$ cat src/insr_pkg.sv
// constants and register map of the inductive result snapshot readout
// What this block does
// - Frequency count bits 15:8 read-only at 0x24.
// - Frequency count bits 23:16 read-only at 0x25, most significant byte.
// - Results copied into result registers only when a 0x21 read starts.
// - Without a 0x21 read, result registers hold across later conversions.
// - Impedance result clipped when outside floor and ceiling range.
// - Impedance floor resets to 0x14; host replaces it before conversion.
// - Output rate is oscillation frequency over one third of window setting.
// - Count bits 7:0 at 0x23 and proximity bits 7:0 at 0x21, read-only.
package insr_pkg;
  localparam logic [7:0] ADDR_RANGE_CEILING = 8'h01;
  localparam logic [7:0] ADDR_RANGE_FLOOR = 8'h02;
  localparam logic [7:0] ADDR_CONFIG = 8'h04;
  localparam logic [7:0] ADDR_POWER = 8'h0B;
  localparam logic [7:0] ADDR_STATUS = 8'h20;
  localparam logic [7:0] ADDR_PROX_LOW = 8'h21;
  localparam logic [7:0] ADDR_PROX_HIGH = 8'h22;
  localparam logic [7:0] ADDR_COUNT_LOW = 8'h23;
  localparam logic [7:0] ADDR_COUNT_MID = 8'h24;
  localparam logic [7:0] ADDR_COUNT_HIGH = 8'h25;
  localparam logic [7:0] RESET_RANGE_CEILING = 8'h00;
  localparam logic [7:0] RESET_RANGE_FLOOR = 8'h14;
  localparam logic [2:0] RESET_WINDOW_CODE = 3'h0;
  localparam int WINDOW_CODE_LSB = 0;
  localparam int POWER_ACTIVE_BIT = 0;
  localparam int STATUS_NO_DATA_BIT = 6;
  localparam int STATUS_WAKE_OFF_BIT = 5;
  // shortest conversion window is 192 oscillations; one third of that
  localparam int BASE_WINDOW = 192;
  localparam int WINDOW_DIVISOR = 3;
  localparam int BASE_RATE_EDGES = BASE_WINDOW / WINDOW_DIVISOR;
  localparam int SYNC_STAGES = 3;
endpackage

$ cat src/insr_readout.sv
// result snapshot readout with its register port
`timescale 1ns/1ps
module insr_readout #(
  parameter int COUNT_WIDTH = 24,
  parameter int PROX_WIDTH = 16
) (
  input wire logic clk_sys,
  input wire logic reset_n,
  input wire logic ce,
  input wire logic [7:0] regAddr,
  input wire logic regReadStart,
  input wire logic regWrite,
  input wire logic [7:0] regWriteData,
  output logic [7:0] regReadData,
  input wire logic oscPin,
  input wire logic [PROX_WIDTH-1:0] impedanceRaw,
  input wire logic impedanceBelowFloor,
  input wire logic impedanceAboveCeiling,
  output logic [7:0] impedanceRangeFloor,
  output logic [7:0] impedanceRangeCeiling,
  output logic conversionActive
);
  logic [2:0] windowCode;
  logic convDone;
  logic [COUNT_WIDTH-1:0] convCount;
  logic [PROX_WIDTH-1:0] latestProx;
  logic [COUNT_WIDTH-1:0] latestCount;
  logic [PROX_WIDTH-1:0] proxSnap;
  logic [COUNT_WIDTH-1:0] countSnap;
  logic newData;

  insr_rate_counter #(
    .COUNT_WIDTH(COUNT_WIDTH)
  ) u_rate (
    .clk_sys(clk_sys),
    .reset_n(reset_n),
    .ce(ce),
    .oscPin(oscPin),
    .enable(conversionActive),
    .windowCode(windowCode),
    .done(convDone),
    .periodCount(convCount)
  );

  function automatic logic hit(input logic [7:0] a, input logic [7:0] b);
    hit = (a == b);
  endfunction

  wire readLow = ce && regReadStart && hit(regAddr, insr_pkg::ADDR_PROX_LOW);
  wire writeOk = ce && regWrite;
  // clip to the ends of the code range instead of wrapping
  wire [PROX_WIDTH-1:0] clippedProx =
    impedanceAboveCeiling ? {PROX_WIDTH{1'b1}} :
    impedanceBelowFloor ? {PROX_WIDTH{1'b0}} : impedanceRaw;
  // snapshot source is what the read itself will return
  wire [PROX_WIDTH-1:0] next_proxSnap =
    readLow ? latestProx : proxSnap;
  wire [COUNT_WIDTH-1:0] next_countSnap =
    readLow ? latestCount : countSnap;
  // the read that takes the snapshot already returns its low byte
  wire [7:0] freshLowByte = next_proxSnap[7:0];
  wire [7:0] statusByte = (8'h01 << insr_pkg::STATUS_WAKE_OFF_BIT) |
    ({7'h00, ~newData} << insr_pkg::STATUS_NO_DATA_BIT);

  logic [7:0] next_readData;
  always_comb
  begin
    unique case (regAddr)
      insr_pkg::ADDR_RANGE_CEILING: next_readData = impedanceRangeCeiling;
      insr_pkg::ADDR_RANGE_FLOOR: next_readData = impedanceRangeFloor;
      insr_pkg::ADDR_CONFIG: next_readData = {5'h00, windowCode};
      insr_pkg::ADDR_POWER: next_readData = {7'h00, conversionActive};
      insr_pkg::ADDR_STATUS: next_readData = statusByte;
      insr_pkg::ADDR_PROX_LOW: next_readData = freshLowByte;
      insr_pkg::ADDR_PROX_HIGH: next_readData = proxSnap[15:8];
      insr_pkg::ADDR_COUNT_LOW: next_readData = countSnap[7:0];
      insr_pkg::ADDR_COUNT_MID: next_readData = countSnap[15:8];
      insr_pkg::ADDR_COUNT_HIGH: next_readData = countSnap[23:16];
      default: next_readData = 8'h00;
    endcase
  end

  always_ff @(posedge clk_sys)
  begin
    if (!reset_n)
    begin
      impedanceRangeCeiling <= insr_pkg::RESET_RANGE_CEILING;
      impedanceRangeFloor <= insr_pkg::RESET_RANGE_FLOOR;
      windowCode <= insr_pkg::RESET_WINDOW_CODE;
      conversionActive <= 1'b0;
    end
    else if (writeOk)
    begin
      // codes are stored as written; unlisted codes are the host's problem
      if (hit(regAddr, insr_pkg::ADDR_RANGE_CEILING))
        impedanceRangeCeiling <= regWriteData;
      if (hit(regAddr, insr_pkg::ADDR_RANGE_FLOOR))
        impedanceRangeFloor <= regWriteData;
      if (hit(regAddr, insr_pkg::ADDR_CONFIG))
        windowCode <= regWriteData[insr_pkg::WINDOW_CODE_LSB +: 3];
      if (hit(regAddr, insr_pkg::ADDR_POWER))
        conversionActive <= regWriteData[insr_pkg::POWER_ACTIVE_BIT];
    end
  end

  always_ff @(posedge clk_sys)
  begin
    if (!reset_n)
    begin
      latestProx <= '0;
      latestCount <= '0;
      proxSnap <= '0;
      countSnap <= '0;
      newData <= 1'b0;
      regReadData <= 8'h00;
    end
    else if (ce)
    begin
      if (convDone)
      begin
        latestProx <= clippedProx;
        latestCount <= convCount;
      end
      proxSnap <= next_proxSnap;
      countSnap <= next_countSnap;
      // a conversion landing on the snapshot read stays pending
      newData <= convDone | (newData & ~readLow);
      if (regReadStart)
        regReadData <= next_readData;
    end
  end
endmodule

$ cat src/insr_rate_counter.sv
// counts system clocks across one output-rate period of the sensor
`timescale 1ns/1ps
module insr_rate_counter #(
  parameter int COUNT_WIDTH = 24
) (
  input wire logic clk_sys,
  input wire logic reset_n,
  input wire logic ce,
  input wire logic oscPin,
  input wire logic enable,
  input wire logic [2:0] windowCode,
  output logic done,
  output logic [COUNT_WIDTH-1:0] periodCount
);
  logic [insr_pkg::SYNC_STAGES-1:0] oscSync;
  logic [15:0] edgeCount;
  logic [COUNT_WIDTH-1:0] clkCount;
  logic oscLevel;
  // a rising edge counts once the last two stages agree on it
  wire oscAgree = oscSync[1] == oscSync[2];
  wire oscEdge = oscAgree && oscSync[2] && !oscLevel;
  // one third of the window, in oscillations, doubles with each code
  wire [15:0] targetEdges =
    16'(insr_pkg::BASE_RATE_EDGES) << windowCode;
  wire lastEdge = oscEdge && (edgeCount == targetEdges - 16'h0001);
  wire [COUNT_WIDTH-1:0] next_clkCount =
    (&clkCount) ? clkCount : clkCount + 1'b1;

  always_ff @(posedge clk_sys)
  begin
    if (!reset_n)
    begin
      oscSync <= '0;
      oscLevel <= 1'b0;
      edgeCount <= 16'h0000;
      clkCount <= '0;
      done <= 1'b0;
      periodCount <= '0;
    end
    else if (ce)
    begin
      oscSync <= {oscSync[1:0], oscPin};
      if (oscAgree)
        oscLevel <= oscSync[2];
      done <= enable && lastEdge;
      if (!enable)
      begin
        edgeCount <= 16'h0000;
        clkCount <= '0;
      end
      else if (lastEdge)
      begin
        edgeCount <= 16'h0000;
        clkCount <= '0;
        periodCount <= next_clkCount;
      end
      else
      begin
        clkCount <= next_clkCount;
        if (oscEdge)
          edgeCount <= edgeCount + 16'h0001;
      end
    end
  end

  logic [15:0] doneEdges;
  always_ff @(posedge clk_sys)
  begin
    if (!reset_n)
      doneEdges <= 16'h0000;
    else if (ce && !enable)
      doneEdges <= 16'h0000;
    else if (ce && oscEdge)
      doneEdges <= lastEdge ? 16'h0000 : doneEdges + 16'h0001;
  end
endmodule

$ cat config.mk
export PLATFORM = sky130hd
export DESIGN_NAME = insr_readout
export DESIGN_NICKNAME = d
export VERILOG_FILES = /design/src/insr_pkg.sv /design/src/insr_readout.sv /design/src/insr_rate_counter.sv
export SDC_FILE = /design/constraint.sdc
export NUM_CORES = 1
export LEC_CHECK = 0
export ABC_AREA = 1
export BUFFER_PORTS_ARGS = -buffer_cell sky130_fd_sc_hd__buf_4
export CORE_MARGIN = 5
export CORE_UTILIZATION = 40
export CTS_CLUSTER_SIZE = 8
export DETAILED_ROUTE_END_ITERATION = 16
export GPL_TIMING_DRIVEN = 0
export SETUP_SLACK_MARGIN = 0.4
export SYNTH_ARGS = -nofsm -noshare
export SYNTH_HDL_FRONTEND = slang
export SYNTH_SLANG_ARGS = --single-unit
export TNS_END_PERCENT = 5
$ cat constraint.sdc
create_clock -name clk_sys -period 2.9 [get_ports clk_sys]
set_input_delay 0.58 -clock clk_sys [delete_from_list [all_inputs] [get_ports clk_sys]]
set_output_delay 0.58 -clock clk_sys [all_outputs]
set_load 0.05 [all_outputs]
; Word-level counts from Yosys, hierarchy flattened
; Cells that the tools add are included.
[totals]
register_bits = 178
inputBits = 40
out_inout_bits = 25
elab_cells = 67
[classes]
addsub = 3
n_eq_ne = 13
n_shift = 1
muxes = 10
bitwise_logic = 4
n_reduce_logical = 19
[ops]
columns = operator, count
row1 = 16-bit two-way mux, 5
row2 = 8-bit case mux with 10 select lines, 1
row3 = 24-bit two-way mux, 3
row4 = 8-bit by 6-bit equality test with 1-bit output (second input constant), 6
row5 = 24-bit by 1-bit adder with 24-bit output (second input constant), 1
row6 = 24-bit AND reduction, 1
row7 = 2-bit AND reduction, 9
row8 = 16-bit by 1-bit adder with 16-bit output (second input constant), 1
row9 = 16-bit equality test, 1
row10 = 7-bit by 3-bit left shift with 16-bit output (first input constant), 1
row11 = 16-bit by 1-bit subtractor with 16-bit output (second input constant), 1
row12 = 8-bit by 1-bit equality test with 1-bit output (second input constant), 1
row13 = 8-bit by 2-bit equality test with 1-bit output (second input constant), 1
row14 = 8-bit by 3-bit equality test with 1-bit output (second input constant), 1
row15 = 8-bit by 4-bit equality test with 1-bit output (second input constant), 1
row16 = 8-bit two-way mux, 1
row17 = 1-bit logical AND, 7
row18 = 3-bit by 1-bit inequality test with 1-bit output (second input constant), 1
row19 = 3-bit AND reduction, 1
row20 = 1-bit NOT, 2
row21 = 1-bit bitwise AND, 1
row22 = 1-bit equality test, 1
row23 = 1-bit logical NOT, 1
row24 = 1-bit bitwise OR, 1

; Logic depth before layout (Yosys ltp)
; Gate-level depths: netlist of run 1.
[depth]
ltp_word = 6
ltp_mapped = 12
mapped_depth_nobuf = 12

; Cells and area by module
; A second synthesis of run 1 with hierarchy kept.
[unflattened]
hier_cells = 1213
hier_area_um2 = 8535.7
[modules_own_cells]
columns = module, n_inst, cells_each, area_per_inst_um2, seq_area_each_um2
row1 = insr_readout, 1, 649, 4719.5, 2182.1
row2 = insr_rate_counter, 1, 564, 3816.2, 1381.3

; Least setup slack after synthesis of run 1
; OpenSTA, ideal clock, no wires.
[synth_path]
kind = input port to flip-flop
from = in regAddr[4]
to = reg regReadData[4]
setup_time_ns = 0.132
arrival_ns = 1.615
required_time_ns = 2.768
path_slack_ns = 1.152
stages = 11
path_buffers = 1
path_cell_list = inv_2 -> nand2_1 -> nor2_1 -> nand2_1 -> nor2_2 -> buf_2 -> nand2_1 -> nand3_1 -> nand3_1 -> nand2_1 -> a21oi_1
[synth_via]
elab_chain_cells = 4
word_cells_on_any_way = 13
cone_classes = eq/ne (10) / mux (2) / reduce/logical (1)
[synth_lines]
columns = item, line
row1 = start: declaration, insr_readout.sv:10  ; input wire logic [7:0] regAddr,
row2 = 8-bit by 6-bit equality test with 1-bit output, "insr_readout.sv:46, insr_readout.sv:68"
row3 = 1-bit logical AND, insr_readout.sv:49  ; wire readLow = ce && regReadStart && hit(regAddr, insr_pkg::ADDR_PROX_LOW);
row4 = 8-bit two-way mux, insr_readout.sv:57  ; readLow ? latestProx : proxSnap;
row5 = 8-bit case mux with 10 select lines (*), insr_readout.sv:68  ; unique case (regAddr)
row6 = end signal: assignment, insr_readout.sv:129  ; regReadData <= next_readData;
row7 = end: declaration, insr_readout.sv:14  ; output logic [7:0] regReadData,
; Mark *: on every way between the ends. The rest lies on a longest branch, timed or not.
; A chain may end at the register's enable or synchronous reset.

; Worst setup path in the final report of run 1
; Same ends and word-level chain as after synthesis.

==> results.sh, run 1 <==
export IMPL_clk_path_buf_depth=2
export IMPL_critPathRequiredTime_ns=3.18
export IMPL_cpPeakStageDelay_ns=0.35
export IMPL_worst_pin_slew_ns=0.686
export IMPL_rows=53
export IMPL_clkSinkCount=178
export IMPL_clk_latency_ns=0.43
export IMPL_route_detailed_drc=0
export IMPL_core_area_um2=21000
export IMPL_ys_flop_type="dfxtp_1"
export IMPL_status="finished, final reports clean"
export IMPL_crit_top_cell="nand2_1"
export IMPL_cts_made_buffers=17
export IMPL_ys_ff_latch=178
export IMPL_die_h_um=155
export IMPL_dieWidth_um=155
export IMPL_clock_skew_ns=0.0108
export IMPL_r2r_slack_ns=0.79
export IMPL_h_tree_depth=4
export IMPL_synthesis_nets=1288
export IMPL_synth_seq_area_share_pct=42.1
export IMPL_grt_max_degree=17
export IMPL_ctsHoldBuffers=0
export IMPL_syn2layout_area_growth_pct=16.6
export IMPL_grtUsageMet3_pct=4.70
export IMPL_nets=1369
export IMPL_synthCells=1245
export IMPL_p_per_area_nw_per_um2=506
export IMPL_grt_pass1_wl_mm=40.6
export IMPL_rsz0062_at_grt="no"
export IMPL_via_per_inst=5.13
export IMPL_drt_wirelength_per_cell_um=15.6
export IMPL_crit_chain="buf_4 > inv_2 > nand2_1 > nor2_1 > nand2_1 > nor2_2 > buf_2 > nand2_1 > nand3_1 > nand3_1 > nand2_1 > a21oi_1"
export IMPL_first_pass_iters=5
export IMPL_ant_nets=0
export IMPL_critical_path_slowest_cell="nor2_1"
export IMPL_postPlaceCellArea_um2=9270
export IMPL_ys_types=41
export IMPL_hold_violations=0
export IMPL_start_util_pct=40.4
export IMPL_slew_headroom_pct=54.3
export IMPL_syn_area_um2=8460
export IMPL_io_pins=65
export IMPL_yosysWarnings=0
export IMPL_ctsResizeCount=0
export IMPL_routed_wl_mm=25.3
export IMPL_setup_viol=0
export IMPL_busiest_layer="met2"
export IMPL_critical_path_buf_inv_count=3
export IMPL_async_flop_share_pct=0
export IMPL_multi_input_area_um2=4190
export IMPL_cap_violations=0
export IMPL_vdd_drop_max_mv=0.390
export IMPL_hold_path_class="in -> reg"
export IMPL_place_gp_congestion=0.911
export IMPL_critPathKind="in -> reg"
export IMPL_p_leak_uw=0.00406
export IMPL_start_kind="primary input"
export IMPL_synth_area_per_cell_um2=6.80
export IMPL_grt_pass1_vias=7772
export IMPL_diodes=0
export IMPL_path_delay_family="simple AND/OR/NAND/NOR gates"
export IMPL_clkSlewWorstSetupHoldPaths_ns=0.07
export IMPL_hold_slack_ns=0.380
export IMPL_via_count=8275
export IMPL_design_area_um2=9870
export IMPL_period_share_pct=74.5
export IMPL_io_buffers=62
export IMPL_cts_setup_buffers=0
export IMPL_layout_drive_gt1_share_pct=11.7
export IMPL_cts_tree="done"
export IMPL_dp_hpwl_mm=19.1
export IMPL_slew_violations=0
export IMPL_worstSetupEndpointType="register"
export IMPL_worstPathArrival_ns=2.44
export IMPL_finalWorstPathRequiredPeriod_ns=2.16
export IMPL_synth_edf_count=0
export IMPL_fmax_mhz=463
export IMPL_antenna_found_initial=0
export IMPL_drtIter0Drc=664
export IMPL_fillCellCount=2254
export IMPL_tns_ns=0
export IMPL_grtUsageTotal_pct=21.0
export IMPL_met2_usage_pct=32.6
export IMPL_regArea_um2=3560
export IMPL_die_area_um2=24200
export IMPL_cts_root_buf="clkbuf_16"
export IMPL_grtUsageMet1_pct=29.6
export IMPL_overflow=0
export IMPL_cp_max_fo=10
## through the flow
| step | util, % | setup WS (ns) | cells | total power [µW] |
|---|---|---|---|---|
| 2_1_floorplan | - | 1.15 | 1245 | 2610 |
| 3_3_place_gp | 44.3 | 0.328 | 1582 | 2710 |
| 3_5_place_dp | 44.3 | 0.353 | 1582 | 2710 |
| 4_1_cts | 47.1 | 0.779 | 1614 | 5040 |
| 5_1_grt | 47.1 | 0.590 | 1614 | 5150 |
| 6_report | 47.1 | 0.739 | 1614 | 5000 |
## registers in the layout, indices dropped and copies added, names as in the netlist, 16 cells and up
signal / count
countSnap: 24
latestCount: 24
u_rate.clkCount: 24
u_rate.periodCount: 24
latestProx: 16
proxSnap: 16
u_rate.edgeCount: 16
## power by group
group	internal (µW)	switching [µW]
registers	2450	3.55
clock network	1350	996
logic	67.2	135
## placed cells by master, fill, tap and decap left out, types with 32 or more instances in the layout
master | netlist | routed
buf_4 | 1 | 63
a21oi_1 | 80 | 80
clkbuf_1 | 30 | 32
dfxtp_1 | 178 | 178
o21ai_0 | 112 | 112
nor2_1 | 251 | 251
nand4_1 | 40 | 40
inv_1 | 106 | 106
nand2_1 | 236 | 236
nand3_1 | 80 | 80
## tightest hold or removal path, delay by kind of cell
family | cells | cell delay (ns)
buf+inv | 1 | 0.09
simple gates | 2 | 0.10
## cells in the mapped netlist, types with 5 or more instances
master	n	area share, %
nor3_1	13	0.77
nand2_1	236	10
buf_2	21	1.2
dfxtp_1	178	42
inv_1	106	4.7
buf_6	5	0.67
a221oi_1	8	0.83
clkbuf_1	30	1.3
a21oi_1	80	4.7
nand2_2	5	0.37
nor2_1	251	11
nand3_1	80	4.7
nand4_1	40	3.0
nor2_2	13	0.96
o21ai_1	21	1.2
xor2_1	7	0.72
o21ai_0	112	6.6
## area by class of cell
class,count,share of cell area [%]
tap,275,3.49
sequential,178,36.1
clock buffer,22,4.80
inverter,110,4.18
buffer,59,3.03
multi-input combinational,898,42.4
timing repair buffer,62,4.72
clock inverter,10,1.24
## kinds of logic after synthesis
| family | share of synthesized area, % |
|---|---|
| flip-flops | 42.1 |
| XOR/XNOR | 1.03 |
| adder cells (fa/ha/maj) | 0.444 |
| AO/OA/AOI/OAI | 14.3 |
| AND/OR/NAND/NOR | 33.7 |
| buffers and inverters | 8.41 |
## layer usage
layer / wire [µm] / vias up
met2: 11300 / 204
li1: - / 4218
met4: 345 / 0
met5: 0 / -
met3: 1510 / 30
met1: 12100 / 3823
## final timing paths
| kind | to | from | depth (start not counted) |
|---|---|---|---|
| setup / recovery | regReadData[4] | regAddr[4] | 12 |
| hold / removal | impedanceRangeFloor[4] | regWriteData[4] | 3 |
| setup reg to reg | u_rate.periodCount[0] | u_rate.edgeCount[0] | 9 |
| hold reg to reg | proxSnap[8] | proxSnap[8] | 2 |
Power figures use the tool's default switching activity.
==> run 2: changes to the inputs <==
Settings changed: ABC_AREA 1 to 0.
Clock period 2.9 ns to 1.79 ns, I/O delays scaled along.
==> run 2 against run 1 <==
Compared with the run above: largest power group unchanged; power rose by 65%; first-iteration DRC count fell by 29%; worst hold slack got worse by 0.21 ns; critical path depth fell by 3; die area fell by 1.0%; non-clock buffer count rose by 38; design area rose by 8.5%; sequential power rose by 62%; routed wire length fell by 4.9%; sequential share of layout area fell by 2.6 points; critical path type is now reg -> reg; count of clock-buffer cells in the layout fell by 4; synthesized area fell by 1.1%; the run now ends with negative setup slack left.
==> results.sh, run 2 <==
export IMPL_ys_ff_latch=178
export IMPL_drtIter0Drc=473
export IMPL_dp_hpwl_mm=17.2
export IMPL_layout_common_cells="dfxtp_1 (166), nand2_1 (141), buf_4 (65)"
export IMPL_final_common_cell="dfxtp_1"
export IMPL_cts_made_buffers=17
export IMPL_p_leak_uw=0.00370
export IMPL_period_share_pct=126
export IMPL_syn2layout_area_growth_pct=27.9
export IMPL_synth_top_area_share_pct=42.6
export IMPL_finalWorstPathRequiredPeriod_ns=2.26
export IMPL_cts_tree="done"
export IMPL_holdPathStages=3
export IMPL_critPathKind="reg -> reg"
export IMPL_worstSetupEndpointType="register"
export IMPL_rsz0062_at_grt="yes"
export IMPL_regArea_um2=3580
export IMPL_grt_max_degree=17
export IMPL_grtUsageTotal_pct=19.9
export IMPL_setup_viol=73
export IMPL_core_area_um2=20800
export IMPL_routed_wl_mm=24.0
export IMPL_syn_area_um2=8370
export IMPL_ys_types=66
export IMPL_clock_skew_ns=0.0116
export IMPL_start_util_pct=40.2
export IMPL_io_pins=65
export IMPL_fillCellCount=2004
export IMPL_tns_ns=-24.65
export IMPL_grt_pass1_vias=7107
export IMPL_h_tree_depth=4
export IMPL_status="finished with violations"
export IMPL_synthTopCellsByArea="dfxtp_1 (43%), nand2_1 (8.0%), mux2i_1 (6.1%)"
export IMPL_ff2ff_path_depth=9
export IMPL_synthesis_nets=1037
export IMPL_grt_pass1_wl_mm=38.3
export IMPL_clkSinkCount=178
export IMPL_vdd_drop_max_mv=0.521
export IMPL_drt_wirelength_per_cell_um=17.3
export IMPL_antenna_found_initial=0
export IMPL_slew_headroom_pct=58.3
export IMPL_async_flop_share_pct=0
export IMPL_finalCoreUtilization_pct=51.4
export IMPL_worst_slack_ns=-0.474
export IMPL_ys_flop_type="dfxtp_1"
export IMPL_multi_input_area_um2=4850
export IMPL_synthCells=994
export IMPL_ant_nets=0
export IMPL_p_per_area_nw_per_um2=769
export IMPL_worst_pin_slew_ns=0.624
export IMPL_diodes=0
export IMPL_dieWidth_um=155
export IMPL_synth_common_cells="dfxtp_1 (178), nand2_1 (178), a21oi_1 (70)"
export IMPL_clk_latency_ns=0.43
export IMPL_rows=53
export IMPL_via_per_inst=5.39
export IMPL_pre_cts_ws_ns=-0.890
export IMPL_start_kind="register"
export IMPL_layout_drive_gt1_share_pct=24.4
export IMPL_fmax_mhz=442
export IMPL_overflow=0
export IMPL_route_detailed_drc=0
export IMPL_clkSlewWorstSetupHoldPaths_ns=0.07
export IMPL_slew_violations=0
export IMPL_die_area_um2=23900
export IMPL_cts_root_buf="clkbuf_16"
export IMPL_synth_top_cell_by_area="dfxtp_1"
export IMPL_yosysWarnings=0
export IMPL_cp_max_fo=6
export IMPL_violations="negative setup slack"
export IMPL_clk_path_buf_depth=2
export IMPL_worstPathArrival_ns=2.59
export IMPL_io_buffers=63
export IMPL_hold_path_class="in -> reg"
export IMPL_nets=1144
export IMPL_hold_violations=0
export IMPL_synth_area_per_cell_um2=8.42
export IMPL_first_pass_iters=5
export IMPL_via_count=7485
export IMPL_synth_edf_count=0
export IMPL_cap_violations=0
export IMPL_critPathRequiredTime_ns=2.11
export IMPL_place_gp_congestion=0.923
export IMPL_synth_seq_area_share_pct=42.6
export IMPL_die_h_um=155
## run 2: final timing paths
kind	slack, ns	endpoint	from
max reg2reg	-0.47	u_rate.periodCount[16]	u_rate.edgeCount[8]
min reg2reg	0.45	regReadData[0]	regReadData[0]
max	-0.47	u_rate.periodCount[16]	u_rate.edgeCount[8]
min	0.17	impedanceRangeFloor[4]	regWriteData[4]
## run 2: final cells by class
type	instances	share of cell area [%]
Buffer	71	4.36
Clock buffer	18	4.10
Clock inverter	13	1.61
Inverter	8	0.280
Multi-Input combinational cell	737	45.3
Sequential cell	178	33.5
Tap cell	275	3.21
Timing Repair Buffer	88	7.64
## run 2: metal layers
metal	routed length, µm	GRT usage (%)	share of wire (%)
met1	11400	27.4	47
met2	11100	31.9	46
met3	1160	3.92	4.8
met4	370	5.26	1.5
met5	0	0	0
## run 2: what timing repair did
item / in CTS / in global routing
hold buffers: 0 / 0
pin swaps: 107 / 7
gates resized for setup: 167 / 67
endpoints found under the setup margin: 183 / 173
buffers inserted: 16 / 4
gates cloned: 2 / 3
## run 2: kinds of logic (layout without fill, tap and decap cells)
group / Yosys count / after routing / share of synthesized area, %
multiplexers: 53 / 53 / 6.37
buffers and inverters: 79 / 198 / 4.20
AND/OR/NAND/NOR: 376 / 376 / 22.0
XOR/XNOR: 33 / 33 / 3.45
adder cells (fa/ha/maj): 3 / 3 / 0.448
AO/OA/AOI/OAI: 272 / 272 / 21.0
flip-flops: 178 / 178 / 42.6
## run 2: per-stage QoR
stage	instances	instance area (µm²)	hold WS, ns	total power, µW
floorplan	994	8430	0.438	4240
global placement	1332	9250	0.439	4390
detailed placement	1332	9250	0.450	4390
CTS	1381	10400	0.157	8310
global route	1388	10700	0.173	8510
finish	1388	10700	0.172	8240
## run 2: critical path, cell delays in order, from the launching register on
cell and delay, ns:
dfxtp_1 0.37, or4b_2 0.62, o22ai_1 0.16, a21oi_1 0.12
nor3_1 0.19, buf_4 0.21, buf_6 0.13, buf_4 0.11
mux2i_1 0.18, nor2b_1 0.06
## run 2: report_power, final
part	internal [µW]	switching (µW)	total, µW
Clock	2260	1660	3920
Combinational	156	204	360
Sequential	3960	3.81	3960
Total	6370	1870	8240
